### src/rtl/lane_align_pkg.sv
// Constants and types shared by both ends of the four-lane sample link.
// Assumes one frame clock for both ends and one octet per lane per frame.
`default_nettype none
package lane_align_pkg;
  // ==========================================================
  // Link geometry
  localparam int LANES = 4;
  localparam int OCTET_W = 8;
  localparam int SAMPLE_W = 12;
  localparam int FRAMES_PER_MF = 32;
  localparam logic [4:0] MF_LAST = 5'h1F;
  localparam logic [4:0] MF_FIRST = 5'h00;
  localparam int ILA_MULTIFRAMES = 4;
  localparam logic [1:0] ILA_MF_LAST = 2'h3;
  localparam logic [4:0] SYNC_FRAMES_LAST = 5'h0F;
  // ==========================================================
  // Control characters
  localparam logic [7:0] CHAR_ALIGN = 8'h7C;
  localparam logic [7:0] CHAR_COMMA = 8'hBC;
  // ==========================================================
  // Deskew, monitoring, concealment, sample delay
  localparam int DESKEW_DEPTH = 16;
  localparam int MAX_SKEW = 7;
  localparam int LANE_WORD_W = 10;
  localparam logic [1:0] MISS_ONE = 2'h1;
  localparam logic [1:0] HOLD_SCRAMBLED = 2'h1;
  localparam logic [1:0] HOLD_PLAIN = 2'h0;
  localparam int DELAY_TAPS = 8;
  localparam logic [2:0] DELAY_MAX = 3'h7;
  // ==========================================================
  // Modes and states
  typedef enum logic [1:0] {
    MDS_OFF = 2'b00,
    MDS_MASTER = 2'b01,
    MDS_SLAVE = 2'b10,
    MDS_ALL_SLAVE = 2'b11
  } mds_mode_e;
  typedef enum logic [1:0] {
    RX_WAIT_LOCK = 2'b00,
    RX_ILA = 2'b01,
    RX_RUN = 2'b10
  } rx_state_e;
  typedef enum logic [1:0] {
    TX_IDLE = 2'b00,
    TX_SYNC = 2'b01,
    TX_ILA = 2'b10,
    TX_DATA = 2'b11
  } tx_state_e;
endpackage
`default_nettype wire

### src/rtl/lane_link_if.sv
// Decoded four-lane link between transmitter and receiver, plus sync pair.
// Assumes both ends share the frame clock; no clocking block.
`timescale 1ns/1ns
`default_nettype none
interface lane_link_if;
  logic [31:0] lane_data;
  logic [3:0] lane_ctrl;
  logic [3:0] lane_nit_err;
  logic [3:0] lane_kout_unexp;
  logic mds_p;
  logic mds_n;
  modport tx (output lane_data, output lane_ctrl, output lane_nit_err, output lane_kout_unexp,
    output mds_p, output mds_n);
  modport rx (input lane_data, input lane_ctrl, input lane_nit_err, input lane_kout_unexp,
    input mds_p, input mds_n);
endinterface
`default_nettype wire

### src/rtl/lane_align_rx.sv
// Receiver end: lane deskew, alignment monitoring, multi-device sample
// alignment and frame assembly. Assumes lane lock comes from the deserialiser.
`timescale 1ns/1ns
`default_nettype none
// ==========================================================
// Lane deskew FIFO
module deskew_fifo #(
  parameter int WIDTH = 10,
  parameter int DEPTH = 16
) (
  input wire logic clk,
  input wire logic rst,
  input wire logic flush,
  input wire logic in_valid,
  input wire logic [WIDTH-1:0] in_data,
  output logic in_ready,
  output logic out_valid,
  output logic [WIDTH-1:0] out_data,
  input wire logic out_ready
);
  localparam int AW = $clog2(DEPTH);
  logic [WIDTH-1:0] mem [DEPTH];
  logic [AW:0] wptr;
  logic [AW:0] rptr;
  logic [AW:0] fill;
  assign fill = wptr - rptr;
  assign in_ready = fill != (AW+1)'(DEPTH);
  assign out_valid = fill != '0;
  assign out_data = mem[rptr[AW-1:0]];
  always_ff @(posedge clk)
  begin
    if (in_valid && in_ready)
    begin
      mem[wptr[AW-1:0]] <= in_data;
    end
  end
  always_ff @(posedge clk)
  begin
    if (rst || flush)
    begin
      wptr <= '0;
      rptr <= '0;
    end
    else
    begin
      if (in_valid && in_ready)
      begin
        wptr <= wptr + 1'b1;
      end
      if (out_valid && out_ready)
      begin
        rptr <= rptr + 1'b1;
      end
    end
  end
endmodule
// ==========================================================
// Receiver top
module lane_align_rx (
  input wire logic MCLK,
  input wire logic SRST,
  lane_link_if.rx LINK,
  input wire logic [3:0] LANE_LOCK,
  input wire logic [1:0] ALIGN_TRIGGER_SELECT,
  input wire logic MANUAL_ALIGN,
  input wire logic SCRAMBLE_EN,
  input wire logic [1:0] MDS_MODE,
  input wire logic MDS_IN_P,
  input wire logic MDS_IN_N,
  input wire logic BUF_ERR_CLEAR,
  output logic [11:0] I_SAMPLE,
  output logic [11:0] Q_SAMPLE,
  output logic SAMPLE_VALID,
  output logic [3:0] LANE_BUFFER_ERROR_FLAG,
  output logic ALIGNED,
  output logic MDS_OUT_P,
  output logic MDS_OUT_N,
  output logic [2:0] MDS_DELAY
);
  lane_align_pkg::rx_state_e state;
  logic [3:0] lane_go;
  logic [3:0] is_align;
  logic [3:0] in_ready;
  logic [3:0] out_valid;
  logic [3:0] buf_ovf;
  logic [3:0] buf_empty;
  logic [3:0] out_align;
  logic [3:0] miss_hit;
  logic [2:0] a_cnt [4];
  logic [1:0] miss_cnt [4];
  logic [9:0] lane_word [4];
  logic [4:0] mon_cnt;
  logic reading;
  logic realign;
  logic flush;
  logic is_slave;
  assign reading = (state == lane_align_pkg::RX_RUN) && (&out_valid);
  assign flush = realign || (state == lane_align_pkg::RX_WAIT_LOCK);
  // ==========================================================
  // Per-lane capture and deskew buffers
  genvar l;
  generate
    for (l = 0; l < lane_align_pkg::LANES; l++)
    begin : g_lane
      assign is_align[l] = LANE_LOCK[l] && LINK.lane_ctrl[l]
        && (LINK.lane_data[8*l +: 8] == lane_align_pkg::CHAR_ALIGN);
      deskew_fifo #(
        .WIDTH(lane_align_pkg::LANE_WORD_W),
        .DEPTH(lane_align_pkg::DESKEW_DEPTH)
      ) u_fifo (
        .clk(MCLK),
        .rst(SRST),
        .flush(flush),
        .in_valid(lane_go[l]),
        .in_data({LINK.lane_nit_err[l] | LINK.lane_kout_unexp[l], LINK.lane_ctrl[l], LINK.lane_data[8*l +: 8]}),
        .in_ready(in_ready[l]),
        .out_valid(out_valid[l]),
        .out_data(lane_word[l]),
        .out_ready(reading)
      );
      assign buf_ovf[l] = lane_go[l] && !in_ready[l];
      assign buf_empty[l] = (state == lane_align_pkg::RX_RUN) && !out_valid[l];
      assign out_align[l] = lane_word[l][8] && (lane_word[l][7:0] == lane_align_pkg::CHAR_ALIGN);
      assign miss_hit[l] = reading && out_align[l] && (mon_cnt != lane_align_pkg::MF_LAST)
        && (miss_cnt[l] == lane_align_pkg::MISS_ONE);
    end
  endgenerate
  assign realign = (state != lane_align_pkg::RX_WAIT_LOCK) && (|buf_ovf || |buf_empty || |miss_hit);
  // ==========================================================
  // Alignment state
  always_ff @(posedge MCLK)
  begin
    if (SRST || !(&LANE_LOCK))
    begin
      state <= lane_align_pkg::RX_WAIT_LOCK;
    end
    else
    begin
      case (state)
        lane_align_pkg::RX_WAIT_LOCK: state <= lane_align_pkg::RX_ILA;
        lane_align_pkg::RX_ILA: if (!realign && (&lane_go)) state <= lane_align_pkg::RX_RUN;
        lane_align_pkg::RX_RUN: if (realign) state <= lane_align_pkg::RX_ILA;
        default: state <= lane_align_pkg::RX_WAIT_LOCK;
      endcase
    end
  end
  always_ff @(posedge MCLK)
  begin
    for (int i = 0; i < lane_align_pkg::LANES; i++)
    begin
      if (SRST || flush)
      begin
        lane_go[i] <= 1'b0;
        a_cnt[i] <= '0;
      end
      else if (state == lane_align_pkg::RX_ILA && !lane_go[i])
      begin
        if (MANUAL_ALIGN)
        begin
          lane_go[i] <= 1'b1;
        end
        else if (is_align[i] && a_cnt[i] == {1'b0, ALIGN_TRIGGER_SELECT})
        begin
          lane_go[i] <= 1'b1;
        end
        else if (is_align[i])
        begin
          a_cnt[i] <= a_cnt[i] + 3'h1;
        end
      end
    end
  end
  // ==========================================================
  // Alignment monitoring
  always_ff @(posedge MCLK)
  begin
    if (SRST || state != lane_align_pkg::RX_RUN)
    begin
      mon_cnt <= '0;
    end
    else if (reading)
    begin
      mon_cnt <= mon_cnt + 5'h01;
    end
  end
  always_ff @(posedge MCLK)
  begin
    for (int i = 0; i < lane_align_pkg::LANES; i++)
    begin
      if (SRST || state != lane_align_pkg::RX_RUN)
      begin
        miss_cnt[i] <= '0;
      end
      else if (reading && out_align[i])
      begin
        miss_cnt[i] <= (mon_cnt == lane_align_pkg::MF_LAST) ? 2'h0 : lane_align_pkg::MISS_ONE;
      end
    end
  end
  always_ff @(posedge MCLK)
  begin
    if (SRST)
    begin
      LANE_BUFFER_ERROR_FLAG <= '0;
    end
    else
    begin
      LANE_BUFFER_ERROR_FLAG <= (LANE_BUFFER_ERROR_FLAG & ~{4{BUF_ERR_CLEAR}}) | buf_ovf | buf_empty;
    end
  end
  // ==========================================================
  // Frame assembly and error concealment
  logic [11:0] raw [2];
  logic [1:0] ch_err;
  logic [11:0] prev [2];
  logic [11:0] cur [2];
  logic [1:0] hold [2];
  logic cur_valid;
  logic cur_ref;
  assign raw[0] = {lane_word[0][7:0], lane_word[1][7:4]};
  assign raw[1] = {lane_word[2][7:0], lane_word[3][7:4]};
  assign ch_err[0] = lane_word[0][9] | lane_word[1][9];
  assign ch_err[1] = lane_word[2][9] | lane_word[3][9];
  always_ff @(posedge MCLK)
  begin
    for (int c = 0; c < 2; c++)
    begin
      if (SRST)
      begin
        prev[c] <= '0;
        cur[c] <= '0;
        hold[c] <= '0;
      end
      else if (reading && ch_err[c])
      begin
        cur[c] <= prev[c];
        hold[c] <= SCRAMBLE_EN ? lane_align_pkg::HOLD_SCRAMBLED : lane_align_pkg::HOLD_PLAIN;
      end
      else if (reading && (out_align[2*c] || out_align[2*c+1]))
      begin
        // Align character stands in for the last sample
        cur[c] <= prev[c];
      end
      else if (reading && hold[c] != 2'h0)
      begin
        cur[c] <= prev[c];
        hold[c] <= hold[c] - 2'h1;
      end
      else if (reading)
      begin
        cur[c] <= raw[c];
        prev[c] <= raw[c];
      end
    end
  end
  always_ff @(posedge MCLK)
  begin
    if (SRST)
    begin
      cur_valid <= 1'b0;
      cur_ref <= 1'b0;
    end
    else
    begin
      cur_valid <= reading;
      cur_ref <= reading && (mon_cnt == lane_align_pkg::MF_FIRST);
    end
  end
  // ==========================================================
  // Multi-device sample delay line
  logic [11:0] dl_i [lane_align_pkg::DELAY_TAPS];
  logic [11:0] dl_q [lane_align_pkg::DELAY_TAPS];
  logic [lane_align_pkg::DELAY_TAPS-1:0] dl_v;
  logic [lane_align_pkg::DELAY_TAPS-1:0] dl_r;
  logic [2:0] tap;
  assign is_slave = (MDS_MODE == lane_align_pkg::MDS_SLAVE) || (MDS_MODE == lane_align_pkg::MDS_ALL_SLAVE);
  assign tap = is_slave ? MDS_DELAY : 3'h0;
  always_ff @(posedge MCLK)
  begin
    dl_i[0] <= cur[0];
    dl_q[0] <= cur[1];
    for (int k = 1; k < lane_align_pkg::DELAY_TAPS; k++)
    begin
      dl_i[k] <= dl_i[k-1];
      dl_q[k] <= dl_q[k-1];
    end
  end
  always_ff @(posedge MCLK)
  begin
    if (SRST)
    begin
      dl_v <= '0;
      dl_r <= '0;
    end
    else
    begin
      dl_v <= {dl_v[lane_align_pkg::DELAY_TAPS-2:0], cur_valid};
      dl_r <= {dl_r[lane_align_pkg::DELAY_TAPS-2:0], cur_ref};
    end
  end
  always_ff @(posedge MCLK)
  begin
    if (SRST)
    begin
      I_SAMPLE <= '0;
      Q_SAMPLE <= '0;
      SAMPLE_VALID <= 1'b0;
      ALIGNED <= 1'b0;
      MDS_OUT_P <= 1'b0;
      MDS_OUT_N <= 1'b1;
    end
    else
    begin
      I_SAMPLE <= dl_i[tap];
      Q_SAMPLE <= dl_q[tap];
      SAMPLE_VALID <= dl_v[tap] && (state == lane_align_pkg::RX_RUN);
      ALIGNED <= state == lane_align_pkg::RX_RUN;
      MDS_OUT_P <= (MDS_MODE == lane_align_pkg::MDS_MASTER) && dl_r[0];
      MDS_OUT_N <= !((MDS_MODE == lane_align_pkg::MDS_MASTER) && dl_r[0]);
    end
  end
  // ==========================================================
  // Sync input and early-late compare
  logic mds_raw;
  logic [2:0] mds_sync;
  logic ext_level;
  logic ext_rise;
  logic pend_int;
  logic pend_ext;
  assign mds_raw = (MDS_MODE == lane_align_pkg::MDS_ALL_SLAVE) ? (LINK.mds_p & ~LINK.mds_n)
    : (MDS_IN_P & ~MDS_IN_N);
  assign ext_rise = mds_sync[1] && mds_sync[2] && !ext_level;
  always_ff @(posedge MCLK)
  begin
    if (SRST)
    begin
      mds_sync <= '0;
      ext_level <= 1'b0;
    end
    else
    begin
      mds_sync <= {mds_sync[1:0], mds_raw};
      if (mds_sync[1] == mds_sync[2])
      begin
        ext_level <= mds_sync[2];
      end
    end
  end
  always_ff @(posedge MCLK)
  begin
    if (SRST || !is_slave)
    begin
      MDS_DELAY <= '0;
      pend_int <= 1'b0;
      pend_ext <= 1'b0;
    end
    else if (ext_rise && dl_r[tap])
    begin
      pend_int <= 1'b0;
      pend_ext <= 1'b0;
    end
    else if (ext_rise)
    begin
      pend_ext <= !pend_int;
      pend_int <= 1'b0;
      if (pend_int && MDS_DELAY != lane_align_pkg::DELAY_MAX)
      begin
        MDS_DELAY <= MDS_DELAY + 3'h1;
      end
    end
    else if (dl_r[tap])
    begin
      pend_int <= !pend_ext;
      pend_ext <= 1'b0;
      if (pend_ext && MDS_DELAY != 3'h0)
      begin
        MDS_DELAY <= MDS_DELAY - 3'h1;
      end
    end
  end
endmodule
`default_nettype wire

### src/flat_wrapper.sv
// flat-port wrapper written by rule: the top's interface ports become plain ports
module lane_align_rx_flat 
  (MCLK, SRST, LANE_LOCK, ALIGN_TRIGGER_SELECT, MANUAL_ALIGN, SCRAMBLE_EN, MDS_MODE, MDS_IN_P, MDS_IN_N, BUF_ERR_CLEAR, I_SAMPLE, Q_SAMPLE, SAMPLE_VALID, LANE_BUFFER_ERROR_FLAG, ALIGNED, MDS_OUT_P, MDS_OUT_N, MDS_DELAY, LINK_lane_data, LINK_lane_ctrl, LINK_lane_nit_err, LINK_lane_kout_unexp, LINK_mds_p, LINK_mds_n);
  lane_link_if LINK_i ();
  input wire logic MCLK;
  input wire logic SRST;
  input wire logic [3:0] LANE_LOCK;
  input wire logic [1:0] ALIGN_TRIGGER_SELECT;
  input wire logic MANUAL_ALIGN;
  input wire logic SCRAMBLE_EN;
  input wire logic [1:0] MDS_MODE;
  input wire logic MDS_IN_P;
  input wire logic MDS_IN_N;
  input wire logic BUF_ERR_CLEAR;
  output logic [11:0] I_SAMPLE;
  output logic [11:0] Q_SAMPLE;
  output logic SAMPLE_VALID;
  output logic [3:0] LANE_BUFFER_ERROR_FLAG;
  output logic ALIGNED;
  output logic MDS_OUT_P;
  output logic MDS_OUT_N;
  output logic [2:0] MDS_DELAY;
  input wire logic [$bits(LINK_i.lane_data)-1:0] LINK_lane_data;
  input wire logic [$bits(LINK_i.lane_ctrl)-1:0] LINK_lane_ctrl;
  input wire logic [$bits(LINK_i.lane_nit_err)-1:0] LINK_lane_nit_err;
  input wire logic [$bits(LINK_i.lane_kout_unexp)-1:0] LINK_lane_kout_unexp;
  input wire logic [$bits(LINK_i.mds_p)-1:0] LINK_mds_p;
  input wire logic [$bits(LINK_i.mds_n)-1:0] LINK_mds_n;
  assign LINK_i.lane_data = LINK_lane_data;
  assign LINK_i.lane_ctrl = LINK_lane_ctrl;
  assign LINK_i.lane_nit_err = LINK_lane_nit_err;
  assign LINK_i.lane_kout_unexp = LINK_lane_kout_unexp;
  assign LINK_i.mds_p = LINK_mds_p;
  assign LINK_i.mds_n = LINK_mds_n;
  lane_align_rx u_core (.MCLK(MCLK), .SRST(SRST), .LINK(LINK_i), .LANE_LOCK(LANE_LOCK), .ALIGN_TRIGGER_SELECT(ALIGN_TRIGGER_SELECT), .MANUAL_ALIGN(MANUAL_ALIGN), .SCRAMBLE_EN(SCRAMBLE_EN), .MDS_MODE(MDS_MODE), .MDS_IN_P(MDS_IN_P), .MDS_IN_N(MDS_IN_N), .BUF_ERR_CLEAR(BUF_ERR_CLEAR), .I_SAMPLE(I_SAMPLE), .Q_SAMPLE(Q_SAMPLE), .SAMPLE_VALID(SAMPLE_VALID), .LANE_BUFFER_ERROR_FLAG(LANE_BUFFER_ERROR_FLAG), .ALIGNED(ALIGNED), .MDS_OUT_P(MDS_OUT_P), .MDS_OUT_N(MDS_OUT_N), .MDS_DELAY(MDS_DELAY));
endmodule
### config.mk
export PLATFORM = sky130hd
export DESIGN_NAME = lane_align_rx_flat
export DESIGN_NICKNAME = d
export VERILOG_FILES = /design/src/rtl/lane_align_pkg.sv /design/src/rtl/lane_link_if.sv /design/src/rtl/lane_align_rx.sv /design/src/flat_wrapper.sv
export SDC_FILE = /design/constraint.sdc
export NUM_CORES = 1
export LEC_CHECK = 0
export BUFFER_PORTS_ARGS = -buffer_cell sky130_fd_sc_hd__buf_2
export CORE_MARGIN = 2
export CORE_UTILIZATION = 58
export CTS_BUF_LIST = sky130_fd_sc_hd__clkbuf_2 sky130_fd_sc_hd__clkbuf_4 sky130_fd_sc_hd__clkbuf_8
export CTS_CLUSTER_DIAMETER = 80
export DETAILED_ROUTE_END_ITERATION = 8
export PLACE_DENSITY = 0.78
export SYNTH_ARGS = -nofsm -noshare
export SYNTH_HDL_FRONTEND = slang
export SYNTH_SLANG_ARGS = --single-unit
### constraint.sdc
create_clock -name MCLK -period 4 [get_ports MCLK]
set_clock_uncertainty 0.1 [all_clocks]
set_input_delay 0.8 -clock MCLK [delete_from_list [all_inputs] [get_ports MCLK]]
set_output_delay 0.8 -clock MCLK [all_outputs]
set_load 0.01 [all_outputs]
==> qor.yml <==
detailed_routing:
  routed_wl_mm: 80.1
  vias: 21800
  drt-vias-per-instance: 5.91
  first_pass_iters: 5
  postRouteAntennaNets: 0
  drc: 0
  avgRoutedWirePerCell_um: 21.7
  drt-initial-drc-count: 2032
global_routing:
  grt_antenna_before_repair: 7
  grt_overflow: 0
  grt_pass1_wl_mm: 124
  first_global_vias: 22300
  grt_max_degree: 54
  grtUsageTotal_pct: 23.2
logic_synthesis:
  yosysUniqueCellTypes: 80
  synth_area_per_cell_um2: 15.8
  yosys_register_bits: 1026
  synth_edf_count: 708
  yosys.area_share.adder_pct: 1.54
  synthCells: 2454
  ys_seq_area_share_pct: 71.4
  synth_top_family_by_area: "multiplexers"
  synth_top_area_share_pct: 55.0
  synth-simple-area-share_pct: 8.49
  yosys.area_share.xor_xnor_pct: 1.57
  synth_ff_type: "edfxtp_1"
  synthArstFlopShare_pct: 0
  ys_warn_count: 0
  synth_compound_area_share_pct: 4.55
  synth_top_area_cell: "edfxtp_1"
  synth_mux_area_share_pct: 10.6
  synth_area_leaders: "edfxtp_1, dfxtp_1, mux4_2"
  netlist_area_um2: 38700
  synth_nets: 2562
critical_path:
  critPathLaunchType: "flip-flop"
  critPathCaptureType: "flip-flop"
  critPathSlowestCell: "a211oi_1"
  critical_path_class: "flip-flop to flip-flop"
  slowest_delay_ns: 0.55
  path_max_fanout: 32
  cp_cell_sequence: "ha_1, a21oi_1, nand4_1, a211oi_1, a211oi_2, buf_4, and2_1, buf_4, a311oi_4, nand2_2, buf_12, nor3_2"
  crit_family: "compound AO/OA/AOI/OAI gates"
  cp_common_cell: "buf_4"
  arrival_ns: 4.29
  path_buf_inv: 3
  crit_start: "u_core.g_lane[2].u_fifo.wptr[2]"
  required_ns: 4.54
  reg2reg_from: "u_core.g_lane[2].u_fifo.wptr[2]"
layout:
  drive_above_1_share_pct: 24.6
  syn2layout_area_growth_pct: 13.4
  fin_area_um2: 43900
  fin_cells: 3691
  final_nets: 2810
clock_tree:
  clock_latency_ns: 0.81
  post_cts_buffers: 0
  cts_sinks: 1026
  cts_tree: "yes"
  cts_root_buffer: "clkbuf_8"
  clk_pin_slew_worst_paths_ns: 0.06
  clockBufferDepth: 3
  cts_buffers: 155
  ctsHoldBuffers: 0
  h-tree-depth: 4
sta:
  setup_viol: 0
  max_freq_ghz: 0.266
  setup_tns_ns: 0
  rsz0062_at_grt: "false"
  post-route-period-util_pct: 93.9
  post-route-min-period_ns: 3.76
  max_slew_margin_pct: 27.5
  worst_pin_slew_ns: 1.08
  hold_viol_final: 0
  slew_viol_final: 0
power:
  p_leak_nw: 15.3
  pwr-share-seq_pct: 56.1
  power_switching_w: 0.00425
  pwr_density_cell_nw_per_um2: 469
  irDropWorstVdd_mv: 0.276
  p_total_w: 0.0206
  p_int_w: 0.0163
  p_clk_share_pct: 42.6
  swShare_pct: 20.7
  combPwrFrac_pct: 1.4
placed_design:
  gp_congestion: 0.840
  portBuffers: 95
  dp_cells: 3409
  dpl_cell_area_um2: 40600
  hpwl_mm: 51.2
floorplanning:
  die_y_um: 262
  rows: 94
  die_area_um2: 68800
  start_util_pct: 58.7
  pin_count: 96
  die_x_um: 262
  core_um2: 65900
min_path:
  hold_path_class: "input port to flip-flop"
  min_from: "MDS_MODE[0]"
job:
  max_cap_viol_count: 0
outcome:
  status: "finished, final reports clean"
[cells by family (layout without fill, tap and decap cells)]
family,Yosys count,in the layout
and+or+nand+nor,656,656
adders and majority gates,47,47
AOI/OAI and AO/OA,266,266
buffers and inverters,163,534
DFF,1026,1026
xor gates and xnor gates,64,64
other,0,2
muxes,232,232
[cells in the final DEF, fill, tap and decap left out, types with 34 or more instances in the layout]
master,n
a211oi_1,34
nor2b_1,48
mux2_2,59
nand2_1,191
ha_1,46
nand3_1,37
xnor2_1,34
a21oi_1,109
edfxtp_1,708
nand4_1,39
inv_1,47
nor3_1,56
dfxtp_1,313
nor2_1,163
clkbuf_8,176
buf_4,105
mux2i_1,36
clkbuf_4,46
mux4_2,137
buf_2,95
[metrics by stage]
| stage | hold slack (ns) | worst slack [ns] | util, % |
|---|---|---|---|
| floorplan | 0.223 | 0.101 | - |
| global placement | 0.225 | 0.388 | 61.7 |
| detailed placement | 0.227 | 0.281 | 61.7 |
| CTS | 0.0762 | 0.261 | 66.6 |
| global route | 0.117 | 0.0160 | 66.6 |
| finish | 0.140 | 0.244 | 66.6 |
[layout make-up]
| class | instances | area [um2] |
|---|---|---|
| Antenna cell | 2 | 5.00 |
| Clock buffer | 222 | 2770 |
| Clock inverter | 58 | 458 |
| Fill cell | 4345 | 22000 |
| Inverter | 48 | 180 |
| Multi-Input combinational cell | 1265 | 10400 |
| Sequential cell | 1026 | 27600 |
| Tap cell | 864 | 1080 |
| Timing Repair Buffer | 206 | 1380 |
[cell usage after synthesis, types with 7 or more instances]
cell and instances:
nand3b_1 9, nor3b_1 11, mux2i_1 36, a22oi_1 14, o21ai_0 21, nor2_1 163, xor2_1 27, a22o_1 8
and2_1 12, a21oi_1 109, nand2_1 191, edfxtp_1 708, ha_1 46, nor3_2 12, nor4b_1 7, buf_4 9
nand2b_1 13, and3_1 7, or2_2 10, nand4_1 39, inv_1 47, a21o_1 26, dfxtp_1 318, a211oi_1 34
buf_2 23, buf_1 17, clkbuf_1 64, nor2b_1 48, mux4_2 137, nor4bb_1 12, nand3_1 37, nor3_1 56
mux2_2 59, xnor2_1 34
[flip-flops by register name (all words and copies together) (netlist names), 2 cells and up, named ones only]
signal                         count
u_core.cur                        24
u_core.miss_cnt                    4
u_core.LANE_BUFFER_ERROR_FLAG      4
u_core.state                       2
u_core.dl_q                       96
u_core.dl_v                        8
u_core.a_cnt                      12
u_core.I_SAMPLE                   12
u_core.mon_cnt                     5
u_core.dl_r                        8
u_core.prev                       24
u_core.Q_SAMPLE                   12
u_core.dl_i                       96
u_core.mds_sync                    3
u_core.g_lane.u_fifo.wptr         20
u_core.lane_go                     4
u_core.g_lane.u_fifo.rptr         20
u_core.MDS_DELAY                   3
u_core.hold                        4
u_core.g_lane.u_fifo.mem         640
[timing repair]
| item | CTS | global route |
|---|---|---|
| setup endpoints to repair | 0 | 6 |
| gates resized for setup | 0 | 1 |
| hold endpoints to repair | 0 | 0 |
[power by group through the flow]
| stage | logic (W) | registers [W] | clock network (W) |
|---|---|---|---|
| 2_1_floorplan | 0.000107 | 0.0117 | 0 |
| 3_3_place_gp | 0.000269 | 0.0117 | 0 |
| 3_5_place_dp | 0.000281 | 0.0118 | 0 |
| 4_1_cts | 0.000282 | 0.0115 | 0.00892 |
| 5_1_grt | 0.000313 | 0.0115 | 0.00934 |
| 6_report | 0.000281 | 0.0115 | 0.00876 |
[final timing paths]
check | depth (start not counted) | endpoint | slack [ns]
setup reg to reg | 12 | u_core.a_cnt[3][2] | 0.24
hold reg to reg | 0 | u_core.dl_i[0][8] | 0.22
setup / recovery | 12 | u_core.a_cnt[3][2] | 0.24
hold / removal | 2 | u_core.MDS_OUT_N | 0.14
[routing by layer]
metal	track usage, %	share of wire (%)	vias to the layer above
met2	37.1	48	848
met5	0	0.041	-
met1	31.9	42	11000
met3	4.93	7.2	148
li1	-	-	9826
met4	8.18	2.2	6
Note: power is estimated with default switching activity, not from simulation.
